===== config.mk =====
export PLATFORM = sky130hd
export DESIGN_NAME = clock_power_ctrl
export DESIGN_NICKNAME = d
export VERILOG_FILES = /design/src/core/clk_ctrl_pkg.sv /design/src/core/clock_power_ctrl.sv /design/src/core/core_clk_switch.sv
export SDC_FILE = /design/constraint.sdc
export NUM_CORES = 1
export LEC_CHECK = 0
export BUFFER_PORTS_ARGS = -buffer_cell sky130_fd_sc_hd__clkbuf_2
export CAP_MARGIN = 0
export CORE_UTILIZATION = 43
export CTS_CLUSTER_SIZE = 14
export DETAILED_ROUTE_END_ITERATION = 16
export PLACE_DENSITY = 0.66
export SLEW_MARGIN = 10
export SYNTH_ARGS = -nofsm -noshare
export SYNTH_HDL_FRONTEND = slang
export SYNTH_SLANG_ARGS = --single-unit

===== constraint.sdc =====
create_clock -name mclk -period 5.42 [get_ports mclk]
set_input_delay 0.271 -clock mclk [delete_from_list [all_inputs] [get_ports mclk]]
set_output_delay 0.271 -clock mclk [all_outputs]
set_load 0.01 [all_outputs]

===== src/core/clk_ctrl_pkg.sv =====
package clk_ctrl_pkg;

    ////////////////////////////////////////////////////////////////////////////
    // Register map, byte addresses on the AXI4-Lite port
    localparam int ADDR_W = 12;
    localparam logic [ADDR_W-1:0] OFF_CORE_CFG = 12'h000;
    localparam logic [ADDR_W-1:0] OFF_CORE_STAT = 12'h004;
    localparam logic [ADDR_W-1:0] OFF_BLK_DIS = 12'h008;
    localparam logic [ADDR_W-1:0] OFF_BLK_EN = 12'h00C;

    ////////////////////////////////////////////////////////////////////////////
    // Per-core config nibble: [2] source, [1:0] divider, [3] reserved
    localparam int CFG_NIB_W = 4;
    localparam int CFG_USED_W = 3;
    localparam logic [3:0] CFG_NIB_MASK = 4'h7;
    localparam logic [31:0] CORE_CFG_RESET = 32'h0000_0000;
    localparam logic [31:0] BLK_DIS_RESET = 32'h0000_0000;
    localparam int MAX_CORES = 8;
    localparam int MAX_BLKS = 32;
    localparam int NUM_PLLS = 3;

    localparam logic [1:0] DIV_1 = 2'h0;
    localparam logic [1:0] DIV_2 = 2'h1;
    localparam logic [1:0] DIV_4 = 2'h2;
    localparam logic [1:0] DIV_8 = 2'h3;

    localparam logic [1:0] RESP_OKAY = 2'h0;
    localparam logic [1:0] RESP_SLVERR = 2'h2;

    ////////////////////////////////////////////////////////////////////////////
    // Types
    typedef struct packed {
        logic src;
        logic [1:0] div;
    } coreCfg_t;

    typedef enum logic [1:0] {SW_RUN, SW_STOP, SW_START} swState_t;

    typedef struct packed {
        swState_t st;
        coreCfg_t act;
        logic [2:0] cnt;
        logic srcPrev;
        logic clkOut;
        logic busy;
    } swReg_t;

    typedef enum logic [2:0] {
        SEL_CORE_CFG, SEL_CORE_STAT, SEL_BLK_DIS, SEL_BLK_EN, SEL_NONE
    } regSel_t;

    typedef struct packed {
        logic awvalid;
        logic [ADDR_W-1:0] awaddr;
        logic wvalid;
        logic [31:0] wdata;
        logic [3:0] wstrb;
        logic bready;
        logic arvalid;
        logic [ADDR_W-1:0] araddr;
        logic rready;
    } axiReq_t;

    typedef struct packed {
        logic awready;
        logic wready;
        logic bvalid;
        logic [1:0] bresp;
        logic arready;
        logic rvalid;
        logic [31:0] rdata;
        logic [1:0] rresp;
    } axiRsp_t;

endpackage : clk_ctrl_pkg


===== src/core/clock_power_ctrl.sv =====
// Function
// - Any block that has no work has its clock enable dropped so it does not toggle.
// - A gated block has its clock enable back on the cycle right after work is dispatched.
// - Core frequency changes only when software writes the core config register.
// - Each core can take its clock directly from one of two PLLs.
// - Each core can instead take an integer-divided clock from two of the three PLLs.
// - A change of source or divider completes within a few source edges and never glitches.
// - Software can write the block disable register to switch off clocks of unused blocks.
// - A disabled block stays off until chip reset; writing zero does not bring it back.
// - The core divider offers at least divide-by-two and divide-by-four.
//
// Added by the designer: register access over AXI4-Lite and the register addresses.
`timescale 1ns/1ps
module clock_power_ctrl
    import clk_ctrl_pkg::*;
#(
    parameter int NCORE = 4,
    parameter int NBLK = 8
) (
    input wire logic mclk,
    input wire logic nrst,
    input wire axiReq_t axiReq,
    output axiRsp_t axiRsp,
    input wire logic [NUM_PLLS-1:0] pllLevel,
    input wire logic [NBLK-1:0] workDispatch,
    input wire logic [NBLK-1:0] blockBusy,
    output logic [NBLK-1:0] blockClkEn,
    output logic [NCORE-1:0] coreClk,
    output logic [NCORE-1:0] coreSwitching
);

    ////////////////////////////////////////////////////////////////////////////
    // Elaboration checks
    generate
        if (NCORE < 1 || NCORE > MAX_CORES) begin : g_badCore
            $error("NCORE must be 1 to 8");
        end
        if (NBLK < 1 || NBLK > MAX_BLKS) begin : g_badBlk
            $error("NBLK must be 1 to 32");
        end
        if (NUM_PLLS != 3) begin : g_badPll
            $error("Core switch taps need exactly three PLLs");
        end
        if (NCORE * CFG_NIB_W > 32) begin : g_badCfg
            $error("Core config nibbles must fit one word");
        end
    endgenerate

    ////////////////////////////////////////////////////////////////////////////
    // State
    typedef struct packed {
        logic awFull;
        logic [ADDR_W-1:0] awAddr;
        logic wFull;
        logic [31:0] wData;
        logic [3:0] wStrb;
        logic bValid;
        logic [1:0] bResp;
        logic arRdy;
        logic awRdy;
        logic wRdy;
        logic rValid;
        logic [31:0] rData;
        logic [1:0] rResp;
        logic [31:0] coreCfg;
        logic [31:0] blkDis;
        logic [NBLK-1:0] blkEn;
    } top_state_t;

    top_state_t s_q;
    top_state_t s_d;

    logic [NCORE-1:0] swBusy;
    logic [NCORE-1:0] coreClkW;

    ////////////////////////////////////////////////////////////////////////////
    // Masks of implemented bits
    function automatic logic [31:0] cfgMask();
        logic [31:0] m;
        m = 32'h0000_0000;
        for (int i = 0; i < NCORE; i++) begin
            m[i*CFG_NIB_W +: CFG_NIB_W] = CFG_NIB_MASK;
        end
        return m;
    endfunction : cfgMask

    function automatic logic [31:0] blkMask();
        logic [31:0] m;
        m = 32'h0000_0000;
        for (int i = 0; i < NBLK; i++) begin
            m[i] = 1'b1;
        end
        return m;
    endfunction : blkMask

    localparam logic [31:0] CFG_MASK = cfgMask();
    localparam logic [31:0] BLK_MASK = blkMask();

    ////////////////////////////////////////////////////////////////////////////
    // Decode, shared by read and write paths
    function automatic regSel_t decode(input logic [ADDR_W-1:0] a);
        regSel_t r;
        case (a)
            OFF_CORE_CFG: r = SEL_CORE_CFG;
            OFF_CORE_STAT: r = SEL_CORE_STAT;
            OFF_BLK_DIS: r = SEL_BLK_DIS;
            OFF_BLK_EN: r = SEL_BLK_EN;
            default: r = SEL_NONE;
        endcase
        return r;
    endfunction : decode

    function automatic logic [31:0] merge(
        input logic [31:0] old,
        input logic [31:0] wd,
        input logic [3:0] st
    );
        logic [31:0] r;
        r = old;
        for (int b = 0; b < 4; b++) begin
            if (st[b]) begin
                r[b*8 +: 8] = wd[b*8 +: 8];
            end
        end
        return r;
    endfunction : merge

    function automatic logic [31:0] pad(input logic [NBLK-1:0] v);
        logic [31:0] r;
        r = 32'h0000_0000;
        r[NBLK-1:0] = v;
        return r;
    endfunction : pad

    function automatic logic [31:0] padCore(input logic [NCORE-1:0] v);
        logic [31:0] r;
        r = 32'h0000_0000;
        r[NCORE-1:0] = v;
        return r;
    endfunction : padCore

    // Byte lanes selected by the write strobes
    function automatic logic [31:0] strobeMask(input logic [3:0] st);
        logic [31:0] m;
        m = 32'h0000_0000;
        for (int b = 0; b < 4; b++) begin
            m[b*8 +: 8] = {8{st[b]}};
        end
        return m;
    endfunction : strobeMask

    // Unmapped write answers an error; read-only targets just drop the data
    function automatic logic [1:0] writeResp(input regSel_t sel);
        logic [1:0] r;
        case (sel)
            SEL_NONE: r = RESP_SLVERR;
            default: r = RESP_OKAY;
        endcase
        return r;
    endfunction : writeResp

    // Read mux, response code above the data word
    function automatic logic [33:0] readMux(
        input regSel_t sel,
        input logic [31:0] cfg,
        input logic [31:0] dis,
        input logic [NBLK-1:0] en,
        input logic [NCORE-1:0] busy
    );
        logic [33:0] r;
        case (sel)
            SEL_CORE_CFG: r = {RESP_OKAY, cfg};
            SEL_CORE_STAT: r = {RESP_OKAY, padCore(busy)};
            SEL_BLK_DIS: r = {RESP_OKAY, dis};
            SEL_BLK_EN: r = {RESP_OKAY, pad(en)};
            default: r = {RESP_SLVERR, 32'h0000_0000};
        endcase
        return r;
    endfunction : readMux

    // Config nibble of one core, reserved top bit dropped
    function automatic coreCfg_t coreReq(input logic [31:0] cfg, input int c);
        return coreCfg_t'(cfg[c*CFG_NIB_W +: CFG_USED_W]);
    endfunction : coreReq

    ////////////////////////////////////////////////////////////////////////////
    // Per-block demand: dispatch this cycle or work still pending
    logic [NBLK-1:0] demand;

    generate
        for (genvar b = 0; b < NBLK; b++) begin : g_blk
            assign demand[b] = workDispatch[b] | blockBusy[b];
        end
    endgenerate

    ////////////////////////////////////////////////////////////////////////////
    // Next state
    always_comb begin
        regSel_t wSel;
        regSel_t rSel;
        logic [31:0] dis;
        logic [33:0] rdWord;
        dis = 32'h0000_0000;
        rdWord = 34'h0_0000_0000;
        s_d = s_q;
        wSel = decode(s_q.awAddr);
        rSel = decode(axiReq.araddr);

        // Write address and data may arrive in either order
        if (axiReq.awvalid && s_q.awRdy) begin
            s_d.awFull = 1'b1;
            s_d.awAddr = axiReq.awaddr;
        end
        if (axiReq.wvalid && s_q.wRdy) begin
            s_d.wFull = 1'b1;
            s_d.wData = axiReq.wdata;
            s_d.wStrb = axiReq.wstrb;
        end
        if (s_q.bValid && axiReq.bready) begin
            s_d.bValid = 1'b0;
        end

        // Commit once both halves are held and the old response is gone
        if (s_q.awFull && s_q.wFull && !s_q.bValid) begin
            s_d.awFull = 1'b0;
            s_d.wFull = 1'b0;
            s_d.bValid = 1'b1;
            s_d.bResp = writeResp(wSel);
            case (wSel)
                SEL_CORE_CFG: begin
                    // Only software reaches the core frequency setting
                    s_d.coreCfg = merge(s_q.coreCfg, s_q.wData, s_q.wStrb) & CFG_MASK;
                end
                SEL_BLK_DIS: begin
                    // Sticky: ones accumulate, zeros are ignored until reset
                    s_d.blkDis = s_q.blkDis
                        | (s_q.wData & strobeMask(s_q.wStrb) & BLK_MASK);
                end
                default: begin
                    // Read-only and unmapped targets change nothing
                end
            endcase
        end

        // Read channel
        if (s_q.rValid && axiReq.rready) begin
            s_d.rValid = 1'b0;
        end
        if (axiReq.arvalid && s_q.arRdy) begin
            rdWord = readMux(rSel, s_q.coreCfg, s_q.blkDis, s_q.blkEn, swBusy);
            s_d.rValid = 1'b1;
            s_d.rResp = rdWord[33:32];
            s_d.rData = rdWord[31:0];
        end

        // One write and one read outstanding at most
        s_d.awRdy = !s_d.awFull && !s_d.bValid;
        s_d.wRdy = !s_d.wFull && !s_d.bValid;
        s_d.arRdy = !s_d.rValid;

        // Demand gating: idle blocks stop, dispatch wakes them next cycle
        dis = s_d.blkDis;
        s_d.blkEn = ~dis[NBLK-1:0] & demand;
    end

    always_ff @(posedge mclk or negedge nrst) begin
        if (!nrst) begin
            s_q <= '0;
            s_q.coreCfg <= CORE_CFG_RESET;
            s_q.blkDis <= BLK_DIS_RESET;
        end else begin
            s_q <= s_d;
        end
    end

    ////////////////////////////////////////////////////////////////////////////
    // Per-core glitchless source switch
    generate
        for (genvar c = 0; c < NCORE; c++) begin : g_core
            coreCfg_t req;
            assign req = coreReq(s_q.coreCfg, c);
            core_clk_switch u_sw (
                .mclk(mclk),
                .nrst(nrst),
                .pllLevel(pllLevel),
                .cfgReq(req),
                .coreClk(coreClkW[c]),
                .switching(swBusy[c]),
                .activeCfg()
            );
        end
    endgenerate

    ////////////////////////////////////////////////////////////////////////////
    // Outputs, all from flip-flops
    assign axiRsp.awready = s_q.awRdy;
    assign axiRsp.wready = s_q.wRdy;
    assign axiRsp.bvalid = s_q.bValid;
    assign axiRsp.bresp = s_q.bResp;
    assign axiRsp.arready = s_q.arRdy;
    assign axiRsp.rvalid = s_q.rValid;
    assign axiRsp.rdata = s_q.rData;
    assign axiRsp.rresp = s_q.rResp;
    assign blockClkEn = s_q.blkEn;
    assign coreClk = coreClkW;
    assign coreSwitching = swBusy;

endmodule : clock_power_ctrl


===== src/core/core_clk_switch.sv =====
`timescale 1ns/1ps
module core_clk_switch
    import clk_ctrl_pkg::*;
(
    input wire logic mclk,
    input wire logic nrst,
    input wire logic [NUM_PLLS-1:0] pllLevel,
    input wire coreCfg_t cfgReq,
    output logic coreClk,
    output logic switching,
    output coreCfg_t activeCfg
);

    swReg_t s_q;
    swReg_t s_d;

    // Direct taps on PLL0/PLL1, divided taps on PLL1/PLL2
    function automatic logic pickLevel(input coreCfg_t c, input logic [NUM_PLLS-1:0] p);
        logic r;
        if (c.div == DIV_1) begin
            r = c.src ? p[1] : p[0];
        end else begin
            r = c.src ? p[2] : p[1];
        end
        return r;
    endfunction : pickLevel

    function automatic logic wave(input logic [1:0] div, input logic lvl, input logic [2:0] cnt);
        logic r;
        case (div)
            DIV_1: r = lvl;
            DIV_2: r = cnt[0];
            DIV_4: r = cnt[1];
            default: r = cnt[2];
        endcase
        return r;
    endfunction : wave

    ////////////////////////////////////////////////////////////////////////////
    always_comb begin
        logic lvl;
        lvl = pickLevel(s_q.act, pllLevel);
        s_d = s_q;
        s_d.srcPrev = lvl;
        if (lvl && !s_q.srcPrev) begin
            s_d.cnt = s_q.cnt + 3'h1;
        end
        case (s_q.st)
            SW_RUN: begin
                s_d.clkOut = wave(s_q.act.div, lvl, s_d.cnt);
                if (cfgReq != s_q.act) begin
                    s_d.st = SW_STOP;
                end
            end
            SW_STOP: begin
                // Let the old clock finish its high phase, freeze it low
                if (!s_q.clkOut) begin
                    s_d.clkOut = 1'b0;
                    s_d.act = cfgReq;
                    s_d.cnt = 3'h0;
                    s_d.srcPrev = 1'b1;
                    s_d.st = SW_START;
                end else begin
                    s_d.clkOut = wave(s_q.act.div, lvl, s_d.cnt);
                end
            end
            SW_START: begin
                // New source joins only while it is low: no runt pulse
                s_d.clkOut = 1'b0;
                s_d.cnt = 3'h0;
                if (!lvl) begin
                    s_d.st = SW_RUN;
                end
            end
            default: begin
                s_d.st = SW_RUN;
                s_d.clkOut = 1'b0;
            end
        endcase
        s_d.busy = (s_d.st != SW_RUN);
    end

    always_ff @(posedge mclk or negedge nrst) begin
        if (!nrst) begin
            s_q <= '0;
        end else begin
            s_q <= s_d;
        end
    end

    assign coreClk = s_q.clkOut;
    assign switching = s_q.busy;
    assign activeCfg = s_q.act;

endmodule : core_clk_switch


==> reports/qor.yml <==
status:
  outcome: "finished, violations left"
  violations: "hold timing"
global_route:
  grt_overflow: 0
  grt_pass1_vias: 4323
  grt_first_pass_wirelength_um: 21700
  globalRouteTotalUtil_pct: 19.3
  grt_max_degree: 73
  antenna_found_initial: 0
detailed_routing:
  route.vias.total: 4254
  drt_pass1_iterations: 4
  drt-wirelength-per-cell_um: 16.4
  viasPerCell: 5.34
  antenna_left: 0
  route.detailed.drc: 0
  wirelength_um: 13100
  drt_iter0_markers: 281
timing:
  holdWs_ns: -0.0296
  worst_pin_slew_ns: 0.923
  max_freq_mhz: 422
  slew_violations: 0
  hold_viol: 12
  finalSetupTns_ns: 0
  maxSlewHeadroom_pct: 38.5
  post-route-min-period_ns: 2.37
  rsz0062_at_grt: "no"
  fin_skew_ns: 0.00712
  fin_crit_sh_pct: 43.7
  setup_viol: 0
flow_run:
  cap_viol_max_count: 0
setup_path:
  start_kind: "flop"
  required_ns: 5.70
  cp_num_buf_inv: 0
  r2r-start: "s_q[157]$_DFFE_PN0P_"
  worstPathArrival_ns: 2.65
  worstPathCellList: "nor4_1, nand3_1, or3_1, nor3b_4, mux2_1"
  end_kind: "flop"
  cp_max_fo: 6
  crit_path_max_incr_delay_ns: 0.51
  critPathLaunch: "s_q[157]$_DFFE_PN0P_"
  cp_top_family: "simple AND/OR/NAND/NOR gates"
  criticalPathCategory: "reg2reg"
  crit_slowest_cell: "nor3b_4"
synthesis:
  synth_cells: 535
  synth_top_area_share_pct: 49.8
  synth-seq-cells: 123
  yosysUniqueCellTypes: 54
  synth_area_um2: 6180
  postSynth.asyncResetShare_pct: 100
  yosysWarnings: 0
  syn_avg_cell_area_um2: 11.6
  ys_seq_area_share_pct: 49.8
  synth_common_cells: "123 x dfrtp_1, 57 x buf_4, 41 x mux2_2"
  synth-main-ff-cell: "dfrtp_1"
  yosysMostFrequentCell: "dfrtp_1"
  synth_area_leaders: "dfrtp_1 50%, mux2_2 7.5%, buf_4 6.9%, ha_1 4.0%, mux2_1 2.2%"
  synth_area_leader_cell: "dfrtp_1"
  synth_edf_count: 0
place:
  portBuffers: 102
  dp_cells: 767
  gp_congestion: 0.836
  hpwl_um: 9140
cells_and_area:
  syn_to_final_growth_pct: 14.7
  drive_gt1_share_pct: 29.2
  antenna_cells: 0
  stdcell_count: 797
  fin_nets: 712
  fillers: 1224
power:
  p_leak_uw: 0.00342
  max-vdd-ir-drop_v: 0.000256
  cellPowerDensity_nw_per_um2: 426
clocking:
  clk_pin_slew_worst_paths_ns: 0.06
  cts_tree: "done"
  post_cts_buffers: 0
  cts.htree.levels: 4
  cts_root_buffer: "clkbuf_16"
  ctsResizeCount: 0
  cts.hold.buffers_added: 0
  clockBufferDepth: 2
  clk_latency_ns: 0.41
  cts_sinks: 123
  cts_made_buffers: 17
die:
  die_area_um2: 14900
  ios: 143
  rows: 43
  core_area_um2: 13900
  die_y_um: 122
  initial_core_util_pct: 44.4
  die_w_um: 122
hold_path:
  hp-class: "in2async"
[power by group]
| part | total, µW | switching, µW | internal (µW) |
|---|---|---|---|
| registers | 1290 | 159 | 1130 |
| clock network | 1100 | 385 | 715 |
| logic | 634 | 314 | 320 |
| total | 3020 | 859 | 2160 |
[final timing paths]
kind | depth (start not counted) | slack, ns | end
worst min-delay path | 1 | -0.03 | g_core[0].u_sw.switching$_DFF_PN0_
worst min register to register | 1 | 0.45 | blockClkEn[2]$_DFF_PN0_
min in group mclk | 2 | 0.06 | axiRsp[38]$_DFF_PN0_
worst max-delay path | 5 | 3.05 | g_core[1].req[2]$_DFFE_PN0P_
max in group asynchronous | 2 | 4.23 | g_core[2].req[1]$_DFFE_PN0P_
worst max register to register | 5 | 3.05 | g_core[1].req[2]$_DFFE_PN0P_
[cells by family after synthesis]
group	after synthesis	synth area share, %
AOI/OAI and AO/OA	108	12.7
xor gates and xnor gates	16	2.27
adders and majority gates	20	4.05
buffers and inverters	91	9.01
DFF	123	49.8
muxes	64	12.0
other	1	0.0607
and+or+nand+nor	112	10.1
[layer usage]
layer,vias to the layer above,routed length (µm),share of wire (%),track usage (%)
met5,-,0,0,0
met4,0,267,2.0,6.71
met3,20,810,6.2,6.18
met2,135,6200,47,30.3
met1,2101,5800,44,24.9
li1,1998,-,-,-
[final cells by class]
type / instances / area (µm²) / share of cell area (%)
inverter: 20 / 75.1 / 1.06
multi-input combinational: 340 / 2620 / 36.9
timing repair buffer: 104 / 528 / 7.45
tap: 180 / 225 / 3.18
sequential: 123 / 3080 / 43.4
clock buffer: 22 / 444 / 6.27
clock inverter: 8 / 121 / 1.71
[sequential cells by signal, indices dropped and copies added (netlist names)]
register	flops
axiRsp	21
g_core.req	12
s_q	38
g_core.u_sw.coreClk	4
g_core.u_sw.activeCfg	12
g_core.u_sw.s_q	24
blockClkEn	8
g_core.u_sw.switching	4
[stage by stage]
stage | hold WS [ns] | instance area [µm²] | total power (µW) | setup slack, ns | util [%]
after CTS | 0.0115 | 7090 | 3050 | 3.07 | 50.9
after global routing | 0.0423 | 7090 | 3200 | 2.88 | 50.9
after global placement | 0.437 | 6520 | 1890 | 3.10 | 46.8
after detailed placement | 0.447 | 6520 | 1930 | 3.08 | 46.8
final | -0.0296 | 7090 | 3020 | 3.05 | 50.9
after floorplan | -0.0246 | 6250 | 1770 | 3.43 | -
[cell usage in the layout (no fill, tap or decap), types with 4 or more instances in the layout]
cell	count
dfrtp_1	123
clkbuf_2	101
mux2_2	41
nor2_1	32
ha_1	20
conb_1	20
inv_1	19
nand3_1	19
clkbuf_16	17
a211oi_1	16
a21oi_1	15
xnor2_1	14
o21ai_0	13
a21o_1	12
a22o_1	12
mux2_1	12
mux2i_1	8
nor4_1	8
nand2_1	7
nand2b_1	6
nor3_1	6
or3_1	5
o21a_1	5
nor2b_1	5
or2_1	5
clkbuf_1	5
a21boi_0	4
a41oi_1	4
o31a_1	4
o31ai_1	4
Note: power is estimated with default switching activity, not from simulation.
